**config.mk**
```make
export PLATFORM = sky130hd
export DESIGN_NAME = fbc_sequencer
export DESIGN_NICKNAME = d
export VERILOG_FILES = /design/src/include/fbc_pkg.sv /design/src/include/fbc_tick_if.sv /design/src/rtl/fbc_tick_gen.sv /design/src/rtl/fbc_sequencer.sv
export SDC_FILE = /design/constraint.sdc
export NUM_CORES = 1
export LEC_CHECK = 0
export ABC_CLOCK_PERIOD_IN_PS = 9900
export BUFFER_PORTS_ARGS = -buffer_cell sky130_fd_sc_hd__clkbuf_2
export CORE_ASPECT_RATIO = 1.1
export CORE_MARGIN = 5
export CORE_UTILIZATION = 45
export CTS_BUF_LIST = sky130_fd_sc_hd__clkbuf_2 sky130_fd_sc_hd__clkbuf_4 sky130_fd_sc_hd__clkbuf_8
export DETAILED_ROUTE_END_ITERATION = 8
export PLACE_DENSITY_LB_ADDON = 0.08
export REMOVE_ABC_BUFFERS = 1
export SYNTH_ARGS = -nofsm -noshare
export SYNTH_HDL_FRONTEND = slang
export SYNTH_HIERARCHICAL = 1
export SYNTH_SLANG_ARGS = --single-unit
```
**constraint.sdc**
```tcl
create_clock -name clk -period 9.9 [get_ports clk]
set_input_delay 0.495 -clock clk [delete_from_list [all_inputs] [get_ports clk]]
set_output_delay 0.495 -clock clk [all_outputs]
set_load 0.01 [all_outputs]
```
**src/include/fbc_pkg.sv**
```systemverilog
package fbc_pkg;
    localparam int unsigned FBC_CLK_HZ = 10_000_000;
    localparam int unsigned FBC_TICK_MS = 100;
    localparam int unsigned FBC_TICK_CYC = FBC_CLK_HZ / 1000 * FBC_TICK_MS;
    localparam int unsigned FBC_START_MS = 1000;
    localparam int unsigned FBC_PAUSE_MS = 2000;
    localparam int unsigned FBC_ON_MS = 100;
    localparam int unsigned FBC_OFF_MS = 400;
    localparam int unsigned FBC_DARK_MS = 100;
    localparam logic [4:0] FBC_START_TK = 5'(FBC_START_MS / FBC_TICK_MS);
    localparam logic [4:0] FBC_PAUSE_TK = 5'(FBC_PAUSE_MS / FBC_TICK_MS);
    localparam logic [4:0] FBC_ON_TK = 5'(FBC_ON_MS / FBC_TICK_MS);
    localparam logic [4:0] FBC_OFF_TK = 5'(FBC_OFF_MS / FBC_TICK_MS);
    localparam logic [4:0] FBC_DARK_TK = 5'(FBC_DARK_MS / FBC_TICK_MS);
    localparam logic [3:0] FBC_ZERO_FLASHES = 4'hA;
    localparam int unsigned FBC_NCODES = 16;
    localparam int unsigned FBC_IDXW = 4;

    typedef enum logic [6:0] {
        FBC_IDLE  = 7'h01,
        FBC_DARK  = 7'h02,
        FBC_START = 7'h04,
        FBC_PAUSE = 7'h08,
        FBC_ON    = 7'h10,
        FBC_OFF   = 7'h20,
        FBC_GAP   = 7'h40
    } fbc_state_type;
endpackage

```
**src/include/fbc_tick_if.sv**
```systemverilog
`timescale 1ns/1ns
interface fbc_tick_if;
    logic tick;
    modport src (output tick);
    modport dst (input tick);
endinterface

```
**src/rtl/fbc_tick_gen.sv**
```systemverilog
`timescale 1ns/1ns
module fbc_tick_gen #(
    parameter int unsigned CYC = fbc_pkg::FBC_TICK_CYC
) (
    // Clock and reset
    input wire logic clk,
    input wire logic sys_rst,
    // Timebase
    fbc_tick_if.src tk
);
    import fbc_pkg::*;
    logic [19:0] cnt_r;
    wire logic wrap = (cnt_r == 20'(CYC - 1));

    always_ff @(posedge clk) begin
        if (sys_rst || wrap) begin
            cnt_r <= 20'h00000;
        end else begin
            cnt_r <= cnt_r + 20'h00001;
        end
    end
    assign tk.tick = wrap;
endmodule

```
**src/rtl/fbc_sequencer.sv**
```systemverilog
`timescale 1ns/1ns
// Behaviour
// - Any active fault makes the indicator LED flash, never hold steady.
// - If LED was lit by raised catch bar, switch it off first.
// - Each code opens with 1 s LED on, then 2 s off.
// - Each flash is 0.1 s on then 0.4 s off.
// - Flash count equals digit value, then a pause.
// - Tens digit group, pause, units digit group.
// - A zero digit is shown as ten flashes.
// - Several active codes shown in turn, each with its own start signal.
// - A code repeats while its fault is active and stops once cleared.
module fbc_sequencer #(
    parameter int unsigned TICK_CYC = fbc_pkg::FBC_TICK_CYC
) (
    // Clock and reset
    input wire logic clk,
    input wire logic sys_rst,
    // Fault flags, bit n means code n, from controller logic
    input wire logic [fbc_pkg::FBC_NCODES-1:0] fault_act,
    // Catch bar raised, from a pin
    input wire logic bar_raised,
    // LED
    output logic led_on
);
    import fbc_pkg::*;

    fbc_tick_if tk ();
    fbc_tick_gen #(.CYC(TICK_CYC)) u_tick (.clk(clk), .sys_rst(sys_rst), .tk(tk));

    logic bar_s1_r, bar_s2_r;
    fbc_state_type st_r, st_nxt;
    logic [4:0] tmr_r, tmr_nxt;
    logic [FBC_IDXW-1:0] code_r, code_nxt;
    logic units_r, units_nxt;
    logic [3:0] left_r, left_nxt;
    logic led_r, led_nxt;

    function automatic logic [3:0] fbc_flashes(input logic [3:0] d);
        return (d == 4'h0) ? FBC_ZERO_FLASHES : d;
    endfunction

    // Next active code at or after a start index, wrapping round
    function automatic logic [FBC_IDXW-1:0] fbc_pick(input logic [FBC_NCODES-1:0] f,
                                                     input logic [FBC_IDXW-1:0] from);
        logic [FBC_IDXW-1:0] r;
        logic found;
        r = from;
        found = 1'b0;
        for (int i = 0; i < FBC_NCODES; i++) begin
            if (!found && f[FBC_IDXW'(from + FBC_IDXW'(i))]) begin
                r = FBC_IDXW'(from + FBC_IDXW'(i));
                found = 1'b1;
            end
        end
        return r;
    endfunction

    wire logic any_fault = |fault_act;
    wire logic [3:0] tens_d = 4'(code_r / 10);
    wire logic [3:0] unit_d = 4'(code_r % 10);
    wire logic two_digit = (tens_d != 4'h0);
    wire logic tmr_done = tk.tick && (tmr_r == 5'h01);
    wire logic [FBC_IDXW-1:0] next_code = fbc_pick(fault_act, FBC_IDXW'(code_r + 1'b1));
    wire logic [FBC_IDXW-1:0] first_code = fbc_pick(fault_act, code_r);

    always_ff @(posedge clk) begin
        if (sys_rst) begin
            bar_s1_r <= 1'b0;
            bar_s2_r <= 1'b0;
        end else begin
            bar_s1_r <= bar_raised;
            bar_s2_r <= bar_s1_r;
        end
    end

    always_comb begin
        st_nxt = st_r;
        tmr_nxt = tk.tick ? tmr_r - 5'h01 : tmr_r;
        code_nxt = code_r;
        units_nxt = units_r;
        left_nxt = left_r;
        led_nxt = 1'b0;
        case (st_r)
            FBC_IDLE: begin
                led_nxt = bar_s2_r;
                if (any_fault) begin
                    code_nxt = first_code;
                    if (bar_s2_r) begin
                        st_nxt = FBC_DARK;
                        tmr_nxt = FBC_DARK_TK;
                        led_nxt = 1'b0;
                    end else begin
                        st_nxt = FBC_START;
                        tmr_nxt = FBC_START_TK;
                        led_nxt = 1'b1;
                    end
                end
            end
            FBC_DARK: begin
                if (tmr_done) begin
                    st_nxt = FBC_START;
                    tmr_nxt = FBC_START_TK;
                    led_nxt = 1'b1;
                end
            end
            FBC_START: begin
                led_nxt = 1'b1;
                if (tmr_done) begin
                    st_nxt = FBC_PAUSE;
                    tmr_nxt = FBC_PAUSE_TK;
                    led_nxt = 1'b0;
                    units_nxt = !two_digit;
                    left_nxt = two_digit ? tens_d : fbc_flashes(unit_d);
                end
            end
            FBC_PAUSE: begin
                if (tmr_done) begin
                    st_nxt = FBC_ON;
                    tmr_nxt = FBC_ON_TK;
                    led_nxt = 1'b1;
                end
            end
            FBC_ON: begin
                led_nxt = 1'b1;
                if (tmr_done) begin
                    st_nxt = FBC_OFF;
                    tmr_nxt = FBC_OFF_TK;
                    led_nxt = 1'b0;
                    left_nxt = left_r - 4'h1;
                end
            end
            FBC_OFF: begin
                if (tmr_done) begin
                    if (left_r != 4'h0) begin
                        st_nxt = FBC_ON;
                        tmr_nxt = FBC_ON_TK;
                        led_nxt = 1'b1;
                    end else begin
                        st_nxt = FBC_GAP;
                        tmr_nxt = FBC_PAUSE_TK;
                    end
                end
            end
            FBC_GAP: begin
                if (tmr_done) begin
                    if (!units_r) begin
                        st_nxt = FBC_ON;
                        tmr_nxt = FBC_ON_TK;
                        led_nxt = 1'b1;
                        units_nxt = 1'b1;
                        left_nxt = fbc_flashes(unit_d);
                    end else if (any_fault) begin
                        code_nxt = next_code;
                        st_nxt = FBC_START;
                        tmr_nxt = FBC_START_TK;
                        led_nxt = 1'b1;
                    end else begin
                        st_nxt = FBC_IDLE;
                        led_nxt = bar_s2_r;
                    end
                end
            end
            default: begin
                st_nxt = FBC_IDLE;
            end
        endcase
    end

    // Sequence ends only at a code boundary so a half-shown code is never cut
    always_ff @(posedge clk) begin
        if (sys_rst) begin
            st_r <= FBC_IDLE;
            tmr_r <= 5'h00;
            code_r <= '0;
            units_r <= 1'b0;
            left_r <= 4'h0;
            led_r <= 1'b0;
        end else begin
            st_r <= st_nxt;
            tmr_r <= tmr_nxt;
            code_r <= code_nxt;
            units_r <= units_nxt;
            left_r <= left_nxt;
            led_r <= led_nxt;
        end
    end

    assign led_on = led_r;
endmodule

```
==> impl_results.html, run 1 <==
<table>
<tr><th>Metric</th><th>Value</th></tr>
<tr><th colspan="2">Status</th></tr>
<tr><td>Outcome</td><td>complete, no violations</td></tr>
<tr><th colspan="2">Place</th></tr>
<tr><td>HPWL reported at the end of detailed placement</td><td>16800 microns</td></tr>
<tr><td>Worst slack after detailed placement</td><td>4.63 ns</td></tr>
<tr><td>Number of cells after detailed placement</td><td>991</td></tr>
<tr><td>Placed standard-cell area</td><td>0.00691 sq mm</td></tr>
<tr><td>Count of port buffers added during placement</td><td>19</td></tr>
<tr><td>Weighted congestion at the end of routability-driven global placement</td><td>0.933</td></tr>
<tr><th colspan="2">Timing</th></tr>
<tr><td>Fmax</td><td>0.187 GHz</td></tr>
<tr><td>Slew at the pin with the worst max-slew slack</td><td>0.901 ns</td></tr>
<tr><td>Post-route clock period utilization</td><td>54.0%</td></tr>
<tr><td>Final setup viols</td><td>0</td></tr>
<tr><td>Final max-slew violation count</td><td>0</td></tr>
<tr><td>RSZ-0062 raised after global routing</td><td>no</td></tr>
<tr><td>Final hold vios</td><td>0</td></tr>
<tr><td>Worst slew slack as a fraction of its limit</td><td>39.9%</td></tr>
<tr><td>Aggregate negative setup slack</td><td>0 ns</td></tr>
<tr><td>Final worst-path setup slack</td><td>4.55 ns</td></tr>
<tr><td>Largest clock skew in the final design</td><td>0.00700 ns</td></tr>
<tr><td>Final critical-path required period</td><td>5.35 ns</td></tr>
<tr><th colspan="2">Global route</th></tr>
<tr><td>Wire length of the first global-routing pass</td><td>35300 microns</td></tr>
<tr><td>Largest net degree at the start of global routing</td><td>69</td></tr>
<tr><td>Total routing usage reported by global routing</td><td>24.6%</td></tr>
<tr><td>Total gr overflow</td><td>0</td></tr>
<tr><td>Number of antenna violations at the first check in global routing</td><td>0</td></tr>
<tr><td>Vias in the first global route</td><td>6342</td></tr>
<tr><th colspan="2">Yosys</th></tr>
<tr><td>Number of warnings reported in the yosys synthesis log</td><td>6</td></tr>
<tr><td>Dominant synthesized flop cell</td><td>sky130_fd_sc_hd__dfxtp_1</td></tr>
<tr><td>Number of flip-flops and latches in the synthesized netlist</td><td>44</td></tr>
<tr><td>Cell count after synthesis</td><td>816</td></tr>
<tr><td>Syn Std Cell Area</td><td>0.00675 sq mm</td></tr>
<tr><td>Syn avg cell area</td><td>8.28 sq um</td></tr>
<tr><td>Seq/Total Area, Yosys</td><td>13.0%</td></tr>
<tr><td>Unique cell type count in the Yosys netlist</td><td>86</td></tr>
<tr><td>Number of synthesized flops with an enable pin</td><td>0</td></tr>
<tr><td>Async SR Flop Fraction</td><td>0%</td></tr>
<tr><th colspan="2">Clocking</th></tr>
<tr><td>H-tree Lvls</td><td>2</td></tr>
<tr><td>CTS Root Buffer Type</td><td>sky130_fd_sc_hd__clkbuf_8</td></tr>
<tr><td>Total of cells resized after clock tree synthesis</td><td>0</td></tr>
<tr><td>Clock insertion delay at the later pin of the skew report</td><td>0.31 ns</td></tr>
<tr><td>Total clock buffers created by CTS</td><td>5</td></tr>
<tr><td>Number of buffers on the longest clock path</td><td>2</td></tr>
<tr><td>CTS tree</td><td>done</td></tr>
<tr><td>Clock transition at the register clock pins on the worst setup and hold paths after CTS</td><td>0.09 ns</td></tr>
<tr><td>Clock Sink Count</td><td>44</td></tr>
<tr><td>Number of hold buffers added after CTS</td><td>0</td></tr>
<tr><td>Setup bufs post-CTS</td><td>0</td></tr>
<tr><th colspan="2">Route</th></tr>
<tr><td>Routed via count divided by cell count</td><td>6.81</td></tr>
<tr><td>Total via count after detailed routing</td><td>6792</td></tr>
<tr><td>Drt first-iter violations</td><td>894</td></tr>
<tr><td>Final Routed Wirelength</td><td>22400 microns</td></tr>
<tr><td>Drc violations</td><td>0</td></tr>
<tr><td>Drt wl/cell</td><td>22.5 microns</td></tr>
<tr><td>1st-pass router iterations</td><td>5</td></tr>
<tr><td>Number of antenna-violating nets in the routed design</td><td>0</td></tr>
<tr><th colspan="2">Job</th></tr>
<tr><td>Number of max-cap violations</td><td>0</td></tr>
<tr><th colspan="2">Critical path</th></tr>
<tr><td>Max Fanout on Critical Path</td><td>68</td></tr>
<tr><td>Worst R2R Setup Slack</td><td>4.55 ns</td></tr>
<tr><td>Startpoint of the worst-slack reg-to-reg timing path</td><td>code_r[0]$_SDFFE_PP0P_</td></tr>
<tr><td>Terminus of the critical flop-to-flop path</td><td>code_r[1]$_SDFFE_PP0P_</td></tr>
<tr><td>Startpoint-to-endpoint class of the critical path</td><td>reg -&gt; reg</td></tr>
<tr><td>Worst endpoint data arrival time</td><td>5.50 ns</td></tr>
<tr><td>Cells on worst reg2reg path</td><td>16</td></tr>
<tr><td>Worst EP required</td><td>10.06 ns</td></tr>
<tr><td>CP startpoint kind</td><td>flop</td></tr>
<tr><td>Crit. End Element</td><td>flop</td></tr>
<tr><th colspan="2">Final layout</th></tr>
<tr><td>Antenna Cells</td><td>0</td></tr>
<tr><td>Post-Layout Cell Count</td><td>998</td></tr>
<tr><td>Fraction of final layout cells with drive strength greater than 1</td><td>15.6%</td></tr>
<tr><td>Filler cell count</td><td>1459</td></tr>
<tr><td>Final std cell area, no fill</td><td>0.00699 sq mm</td></tr>
<tr><td>Final net count</td><td>842</td></tr>
<tr><td>Growth of design area from synthesis to finish</td><td>3.58%</td></tr>
<tr><th colspan="2">Die</th></tr>
<tr><td>I/O Pins</td><td>20</td></tr>
<tr><td>Initial core utilization</td><td>45.4%</td></tr>
<tr><td>Area of the placeable core</td><td>0.0149 sq mm</td></tr>
<tr><td>Die Area</td><td>0.0176 sq mm</td></tr>
<tr><td>Placement row count</td><td>47</td></tr>
<tr><td>Die Width</td><td>127 microns</td></tr>
<tr><td>Vertical die dimension</td><td>138 microns</td></tr>
<tr><th colspan="2">Pwr</th></tr>
<tr><td>Maximum vdd drop</td><td>0.272 mV</td></tr>
<tr><td>Power per cell area</td><td>383 mW/mm^2</td></tr>
<tr><td>LEAKAGE</td><td>2.51 nW</td></tr>
<tr><th colspan="2">Hold path</th></tr>
<tr><td>Hold EP</td><td>bar_s1_r$_SDFF_PP0_</td></tr>
<tr><td>Hold path cells</td><td>2</td></tr>
<tr><td>Source of the worst hold timing path</td><td>bar_raised</td></tr>
<tr><td>Class of the most critical hold timing path</td><td>in -&gt; reg</td></tr>
</table>
## routing by layer
layer  GRT usage (%)  vias up  share of wire [%]
met1            31.7     3306                 40
met2            41.9      308                 49
met4            11.0        0                4.6
met5               0        -                  0
li1                -     3117                  -
met3            2.01       61                5.7
## cell usage in the layout, fill, tap and decap left out, types with 7 or more instances in the layout
| cell | instances |
|---|---|
| sky130_fd_sc_hd__o21ai_0 | 50 |
| sky130_fd_sc_hd__ha_1 | 20 |
| sky130_fd_sc_hd__and3_1 | 7 |
| sky130_fd_sc_hd__a31oi_1 | 11 |
| sky130_fd_sc_hd__a221oi_1 | 8 |
| sky130_fd_sc_hd__a21oi_1 | 54 |
| sky130_fd_sc_hd__nor4_1 | 14 |
| sky130_fd_sc_hd__nand3_1 | 26 |
| sky130_fd_sc_hd__nand2_1 | 58 |
| sky130_fd_sc_hd__a22oi_1 | 8 |
| sky130_fd_sc_hd__nor3_1 | 26 |
| sky130_fd_sc_hd__nand4_1 | 11 |
| sky130_fd_sc_hd__xnor2_1 | 22 |
| sky130_fd_sc_hd__nor2b_1 | 10 |
| sky130_fd_sc_hd__o211ai_1 | 8 |
| sky130_fd_sc_hd__xor2_1 | 8 |
| sky130_fd_sc_hd__clkbuf_2 | 19 |
| sky130_fd_sc_hd__a211oi_1 | 7 |
| sky130_fd_sc_hd__mux2i_1 | 49 |
| sky130_fd_sc_hd__inv_1 | 27 |
| sky130_fd_sc_hd__dfxtp_1 | 43 |
| sky130_fd_sc_hd__mux2_2 | 20 |
| sky130_fd_sc_hd__nor2_1 | 92 |
| sky130_fd_sc_hd__mux4_2 | 50 |
| sky130_fd_sc_hd__nand2b_1 | 7 |
| sky130_fd_sc_hd__buf_4 | 7 |
## flip-flops by register name, indices dropped and copies added, names as in the netlist
signal / count
tmr_r: 5
code_r: 4
bar_s1_r: 1
units_r: 1
st_r: 7
left_r: 4
bar_s2_r: 1
u_tick/cnt_r: 20
led_on: 1
## cells by family after synthesis
family / synth area share [%]
xor gates and xnor gates: 5.47
DFF: 13.0
buffers and inverters: 5.11
adders and majority gates: 3.89
muxes: 27.8
AOI/OAI and AO/OA: 21.0
and+or+nand+nor: 23.7
## synth_stat cells (all sizes together) (4+ instances only)
| library cell | count | area [sq um] |
|---|---|---|
| mux4 | 50 | 1130 |
| xnor3 | 4 | 90.1 |
| nand3 | 27 | 140 |
| or3 | 6 | 37.5 |
| dfxtp | 44 | 881 |
| or4 | 5 | 41.3 |
| and3 | 7 | 43.8 |
| mux2 | 23 | 263 |
| ha | 21 | 263 |
| nor4 | 14 | 87.6 |
| a211oi | 7 | 52.6 |
| a221oi | 8 | 70.1 |
| o21bai | 6 | 56.3 |
| a21oi | 54 | 270 |
| nor4b | 6 | 82.6 |
| o21a | 4 | 30.0 |
| o21ai | 50 | 250 |
| nor3b | 5 | 37.5 |
| o211ai | 8 | 60.1 |
| nor3 | 28 | 156 |
| and2 | 5 | 31.3 |
| nand2 | 59 | 229 |
| buf | 17 | 124 |
| and3b | 6 | 52.6 |
| nor2b | 10 | 62.6 |
| nand2b | 7 | 43.8 |
| clkbuf | 30 | 113 |
| xnor2 | 23 | 209 |
| a31oi | 11 | 68.8 |
| nor2 | 93 | 352 |
| nand4 | 12 | 90.1 |
| xor2 | 8 | 70.1 |
| mux2i | 49 | 490 |
| o22ai | 6 | 37.5 |
| a311oi | 4 | 35.0 |
| o31ai | 5 | 37.5 |
| nand3b | 6 | 45.0 |
| a22oi | 8 | 60.1 |
| inv | 29 | 109 |
## report_power, final
group          switching [W]  internal [W]  total [W]
clock              0.0000636     0.0000479   0.000111
sequential         0.0000113      0.000194   0.000205
combinational        0.00145      0.000914    0.00236
## metrics by stage
step / util (%) / hold WS, ns / total power (W)
CTS: 47.0 / 0.398 / 0.00262
finish: 47.0 / 0.405 / 0.00268
global route: 47.0 / 0.407 / 0.00284
detailed placement: 46.5 / 0.455 / 0.00250
floorplan: - / 0.414 / 0.00193
global placement: 46.5 / 0.432 / 0.00249
## critical path, stage by stage, from the launching register on
cell,delay (ns)
sky130_fd_sc_hd__dfxtp_2,0.34
sky130_fd_sc_hd__buf_4,0.64
sky130_fd_sc_hd__ha_1,0.40
sky130_fd_sc_hd__xor2_1,0.18
sky130_fd_sc_hd__buf_4,0.25
sky130_fd_sc_hd__inv_2,0.20
sky130_fd_sc_hd__ha_1,0.32
sky130_fd_sc_hd__xor2_1,0.19
sky130_fd_sc_hd__a221oi_1,0.58
sky130_fd_sc_hd__nand2_1,0.18
sky130_fd_sc_hd__mux2i_1,0.21
sky130_fd_sc_hd__or3_1,0.44
sky130_fd_sc_hd__nor4b_4,0.45
sky130_fd_sc_hd__nand2_4,0.13
sky130_fd_sc_hd__or4_1,0.48
sky130_fd_sc_hd__o211ai_1,0.09
sky130_fd_sc_hd__a221oi_1,0.09
## final cells by class
class / instances / area (sq um) / share of cell area (%)
tap: 196 / 245 / 3.51
sequential: 44 / 882 / 12.6
multi-input combinational: 696 / 5530 / 79.1
clock buffer: 5 / 68.8 / 0.984
inverter: 29 / 109 / 1.56
clock inverter: 2 / 12.5 / 0.179
timing repair buffer: 26 / 148 / 2.11
## worst max path at each step
stage	start	to	cells past startpoint
after floorplan	code_r[0]$_SDFFE_PP0P_	code_r[1]$_SDFFE_PP0P_	14
after global placement	code_r[0]$_SDFFE_PP0P_	code_r[1]$_SDFFE_PP0P_	16
after detailed placement	code_r[0]$_SDFFE_PP0P_	code_r[1]$_SDFFE_PP0P_	16
after CTS	code_r[0]$_SDFFE_PP0P_	code_r[1]$_SDFFE_PP0P_	16
after global routing	code_r[0]$_SDFFE_PP0P_	code_r[1]$_SDFFE_PP0P_	16
final	code_r[0]$_SDFFE_PP0P_	code_r[1]$_SDFFE_PP0P_	16
No activity file was read; power rests on OpenSTA's default activity.
==> run 2: changes to the inputs <==
--- a/config.mk
+++ b/config.mk
@@ -5,7 +5,7 @@
 export SDC_FILE = /design/constraint.sdc
 export NUM_CORES = 1
 export LEC_CHECK = 0
-export ABC_CLOCK_PERIOD_IN_PS = 9900
+export ABC_CLOCK_PERIOD_IN_PS = 5350
 export BUFFER_PORTS_ARGS = -buffer_cell sky130_fd_sc_hd__clkbuf_2
 export CORE_ASPECT_RATIO = 1.1
 export CORE_MARGIN = 5
==> constraint.sdc (replaced) <==
create_clock -name clk -period 5.35 [get_ports clk]
set_input_delay 0.2675 -clock clk [delete_from_list [all_inputs] [get_ports clk]]
set_output_delay 0.2675 -clock clk [all_outputs]
set_load 0.01 [all_outputs]
==> impl_results.html, run 2 (synthesis results as in run 1) <==
<table>
<tr><th>Metric</th><th>Value</th></tr>
<tr><th colspan="2">Final layout</th></tr>
<tr><td>Number of flip-flops under the largest register name</td><td>20 (unchanged)</td></tr>
<tr><td>Final net count</td><td>855 (+1.5%)</td></tr>
<tr><td>Most frequent cells in the layout</td><td>sky130_fd_sc_hd__nor2_1, sky130_fd_sc_hd__nand2_1, sky130_fd_sc_hd__a21oi_1</td></tr>
<tr><td>Growth of design area from synthesis to finish</td><td>5.02%</td></tr>
<tr><td>Antenna Cells</td><td>0 (unchanged)</td></tr>
<tr><td>Top Registers</td><td>u_tick/cnt_r: 20 flops, st_r: 7 flops, tmr_r: 5 flops</td></tr>
<tr><td>Final std cell area, no fill</td><td>0.00709 sq mm (+1.4%)</td></tr>
<tr><td>Final Core Density</td><td>47.7% (+0.66 points)</td></tr>
<tr><td>Post-Layout Cell Count</td><td>1011 (+1.3%)</td></tr>
<tr><td>Footprint of the flip-flops and latches</td><td>882 sq um (unchanged)</td></tr>
<tr><td>Area occupied by multi-input gates</td><td>0.00553 sq mm (unchanged)</td></tr>
<tr><td>Top reg by flops</td><td>u_tick/cnt_r</td></tr>
<tr><td>Fraction of final layout cells with drive strength greater than 1</td><td>16.9% (+1.3 points)</td></tr>
<tr><td>Filler cell count</td><td>1487 (+1.9%)</td></tr>
<tr><td>Most common cell after layout, fill and taps aside</td><td>sky130_fd_sc_hd__nor2_1</td></tr>
<tr><th colspan="2">Clocking</th></tr>
<tr><td>Number of buffers on the longest clock path</td><td>2 (unchanged)</td></tr>
<tr><td>H-tree Lvls</td><td>2 (unchanged)</td></tr>
<tr><td>Total of cells resized after clock tree synthesis</td><td>0 (unchanged)</td></tr>
<tr><td>CTS Root Buffer Type</td><td>sky130_fd_sc_hd__clkbuf_8</td></tr>
<tr><td>Number of hold buffers added after CTS</td><td>0 (unchanged)</td></tr>
<tr><td>Clock transition at the register clock pins on the worst setup and hold paths after CTS</td><td>0.08 ns (about the same)</td></tr>
<tr><td>Setup bufs post-CTS</td><td>0 (unchanged)</td></tr>
<tr><td>Clock Sink Count</td><td>44 (unchanged)</td></tr>
<tr><td>CTS tree</td><td>done</td></tr>
<tr><td>Clock insertion delay at the later pin of the skew report</td><td>0.30 ns (about the same)</td></tr>
<tr><td>Total clock buffers created by CTS</td><td>5 (unchanged)</td></tr>
<tr><th colspan="2">Die</th></tr>
<tr><td>Placement row count</td><td>47 (unchanged)</td></tr>
<tr><td>Area of the placeable core</td><td>0.0149 sq mm (unchanged)</td></tr>
<tr><td>Vertical die dimension</td><td>138 microns (unchanged)</td></tr>
<tr><td>Initial core utilization</td><td>45.4% (unchanged)</td></tr>
<tr><td>Die Width</td><td>127 microns (unchanged)</td></tr>
<tr><td>I/O Pins</td><td>20 (unchanged)</td></tr>
<tr><td>Die Area</td><td>0.0176 sq mm (unchanged)</td></tr>
<tr><th colspan="2">Critical path</th></tr>
<tr><td>Chain of cells forming the critical path</td><td>inv_1 -&gt; ha_2 -&gt; inv_1 -&gt; ha_1 -&gt; xor2_1 -&gt; a221oi_1 -&gt; nand2_1 -&gt; mux2i_1 -&gt; or3_1 -&gt; nor4b_4 -&gt; nand2_4 -&gt; o21ai_0 -&gt; a221oi_1 -&gt; a221oi_1</td></tr>
<tr><td>Startpoint-to-endpoint class of the critical path</td><td>reg -&gt; reg</td></tr>
<tr><td>Worst path slowest cell</td><td>sky130_fd_sc_hd__ha_2</td></tr>
<tr><td>Buf+Inv Stages, Crit Path</td><td>2 (-1)</td></tr>
<tr><td>Top cell by count, worst path</td><td>sky130_fd_sc_hd__a221oi_1</td></tr>
<tr><td>Crit. End Element</td><td>flop</td></tr>
<tr><td>Cell class contributing the biggest share of worst-path delay</td><td>compound AO/OA/AOI/OAI gates</td></tr>
<tr><td>Worst R2R Setup Slack</td><td>0.57 ns (-3.98 ns)</td></tr>
<tr><td>Worst EP required</td><td>5.55 ns (-4.51 ns)</td></tr>
<tr><td>CP startpoint kind</td><td>flop</td></tr>
<tr><td>Startpoint of the worst-slack reg-to-reg timing path</td><td>code_r[1]$_SDFFE_PP0P_</td></tr>
<tr><td>Worst endpoint data arrival time</td><td>4.98 ns (-0.52 ns)</td></tr>
<tr><td>Terminus of the critical flop-to-flop path</td><td>code_r[3]$_SDFFE_PP0P_</td></tr>
<tr><td>Max Fanout on Critical Path</td><td>24 (-65%)</td></tr>
<tr><td>Delay contributed by the slowest stage of the critical path</td><td>0.74 ns (+0.10 ns)</td></tr>
<tr><td>Cells on worst reg2reg path</td><td>14 (-2)</td></tr>
<tr><th colspan="2">Global route</th></tr>
<tr><td>Total gr overflow</td><td>0 (unchanged)</td></tr>
<tr><td>Number of antenna violations at the first check in global routing</td><td>0 (unchanged)</td></tr>
<tr><td>Largest net degree at the start of global routing</td><td>36 (-48%)</td></tr>
<tr><td>Total routing usage reported by global routing</td><td>25.7% (+1.1 points)</td></tr>
<tr><td>Vias in the first global route</td><td>6522 (+2.8%)</td></tr>
<tr><td>Wire length of the first global-routing pass</td><td>36500 microns (+3.5%)</td></tr>
<tr><th colspan="2">Pwr</th></tr>
<tr><td>Sw Ratio</td><td>56.2% (-0.56 points)</td></tr>
<tr><td>Maximum vdd drop</td><td>0.378 mV (+39%)</td></tr>
<tr><td>LEAKAGE</td><td>2.58 nW (+2.7%)</td></tr>
<tr><td>Power per cell area</td><td>707 mW/mm^2 (+85%)</td></tr>
<tr><td>Switching power</td><td>0.00282 W (+85%)</td></tr>
<tr><td>Cell-internal power</td><td>0.00219 W (+90%)</td></tr>
<tr><td>Proportion of power drawn by flip-flops and latches</td><td>8.1% (+0.4 points)</td></tr>
<tr><td>Clk pwr share</td><td>4.1% (about the same)</td></tr>
<tr><td>Combinational Power Share</td><td>87.8% (-0.4 points)</td></tr>
<tr><th colspan="2">Place</th></tr>
<tr><td>Count of port buffers added during placement</td><td>19 (unchanged)</td></tr>
<tr><td>Weighted congestion at the end of routability-driven global placement</td><td>0.942 (+0.89%)</td></tr>
<tr><td>HPWL reported at the end of detailed placement</td><td>17900 microns (+6.4%)</td></tr>
<tr><td>Placed standard-cell area</td><td>0.00701 sq mm (+1.4%)</td></tr>
<tr><td>Number of cells after detailed placement</td><td>1004 (+1.3%)</td></tr>
<tr><th colspan="2">Route</th></tr>
<tr><td>Number of antenna-violating nets in the routed design</td><td>0 (unchanged)</td></tr>
<tr><td>1st-pass router iterations</td><td>8 (+3)</td></tr>
<tr><td>Final Routed Wirelength</td><td>23200 microns (+3.6%)</td></tr>
<tr><td>Routed via count divided by cell count</td><td>6.73 (-1.2%)</td></tr>
<tr><td>Drc violations</td><td>0 (unchanged)</td></tr>
<tr><td>Drt wl/cell</td><td>23.0 microns (+2.2%)</td></tr>
<tr><td>Drt first-iter violations</td><td>780 (-13%)</td></tr>
<tr><td>Total via count after detailed routing</td><td>6801 (+0.13%)</td></tr>
<tr><th colspan="2">Timing</th></tr>
<tr><td>Fmax</td><td>0.209 GHz (+12%)</td></tr>
<tr><td>Final max-slew violation count</td><td>0 (unchanged)</td></tr>
<tr><td>Post-route clock period utilization</td><td>89.3% (+35 points)</td></tr>
<tr><td>RSZ-0062 raised after global routing</td><td>no</td></tr>
<tr><td>Largest clock skew in the final design</td><td>0.00264 ns (-0.00436 ns)</td></tr>
<tr><td>Final hold vios</td><td>0 (unchanged)</td></tr>
<tr><td>Final setup viols</td><td>0 (unchanged)</td></tr>
<tr><td>Slew at the pin with the worst max-slew slack</td><td>0.965 ns (+0.0644 ns)</td></tr>
<tr><td>Worst slew slack as a fraction of its limit</td><td>35.7% (-4.3 points)</td></tr>
<tr><td>Final critical-path required period</td><td>4.78 ns (-0.568 ns)</td></tr>
<tr><th colspan="2">Hold path</th></tr>
<tr><td>Hold EP</td><td>bar_s1_r$_SDFF_PP0_</td></tr>
<tr><td>Source of the worst hold timing path</td><td>bar_raised</td></tr>
<tr><td>Hold path cells</td><td>2 (unchanged)</td></tr>
<tr><td>Class of the most critical hold timing path</td><td>in -&gt; reg</td></tr>
<tr><th colspan="2">Job</th></tr>
<tr><td>Number of max-cap violations</td><td>0 (unchanged)</td></tr>
<tr><th colspan="2">Status</th></tr>
<tr><td>Outcome</td><td>complete, no violations</td></tr>
</table>
## run 2: cell types whose count changed in the layout (fill, tap and decap cells not counted), sizes merged
cell      change
buf          +13
clkbuf        +1
clkinvlp      -1
## run 2: area by class of cell
| class | count | area share (%) |
|---|---|---|
| flip-flops and latches | 44 | 12.4 |
| multi-input cells | 696 | 78.0 |
| well taps | 196 | 3.46 |
| clock inverters | 1 | 0.0706 |
| repair buffers | 39 | 3.46 |
| inverters | 29 | 1.53 |
| clock buffers | 6 | 1.08 |
## run 2: metrics by stage
| step | hold slack, ns | setup slack [ns] | total power (W) | TNS, ns |
|---|---|---|---|---|
| finish | 0.183 | 0.571 | 0.00501 | 0 |
| global route | 0.186 | 0.193 | 0.00533 | 0 |
| CTS | 0.183 | 0.597 | 0.00491 | 0 |
| detailed placement | 0.425 | 0.613 | 0.00469 | 0 |
| global placement | 0.432 | 0.733 | 0.00470 | 0 |
| floorplan | 0.337 | -1.51 | 0.00356 | -5.65 |
## run 2: power groups by stage
stage	clock network [W]	registers, W	logic [W]
floorplan	0	0.000469	0.00310
global placement	0	0.000412	0.00429
detailed placement	0	0.000413	0.00427
CTS	0.000216	0.000406	0.00429
global route	0.000229	0.000412	0.00469
finish	0.000207	0.000407	0.00440
## run 2: per-layer routing
metal	track usage [%]	wire length, microns
met3	2.74	1300
met5	0	0
met4	10.7	1030
met2	44.5	11400
met1	32.3	9460
## run 2: worst max path at each step
stage	start	end	slack, ns	cells past startpoint
floorplan	code_r[0]$_SDFFE_PP0P_	code_r[1]$_SDFFE_PP0P_	-1.51	14
global placement	code_r[1]$_SDFFE_PP0P_	code_r[3]$_SDFFE_PP0P_	0.73	11
detailed placement	code_r[1]$_SDFFE_PP0P_	code_r[3]$_SDFFE_PP0P_	0.61	14
CTS	code_r[1]$_SDFFE_PP0P_	code_r[3]$_SDFFE_PP0P_	0.60	14
global route	code_r[1]$_SDFFE_PP0P_	code_r[3]$_SDFFE_PP0P_	0.19	14
finish	code_r[1]$_SDFFE_PP0P_	code_r[3]$_SDFFE_PP0P_	0.57	14
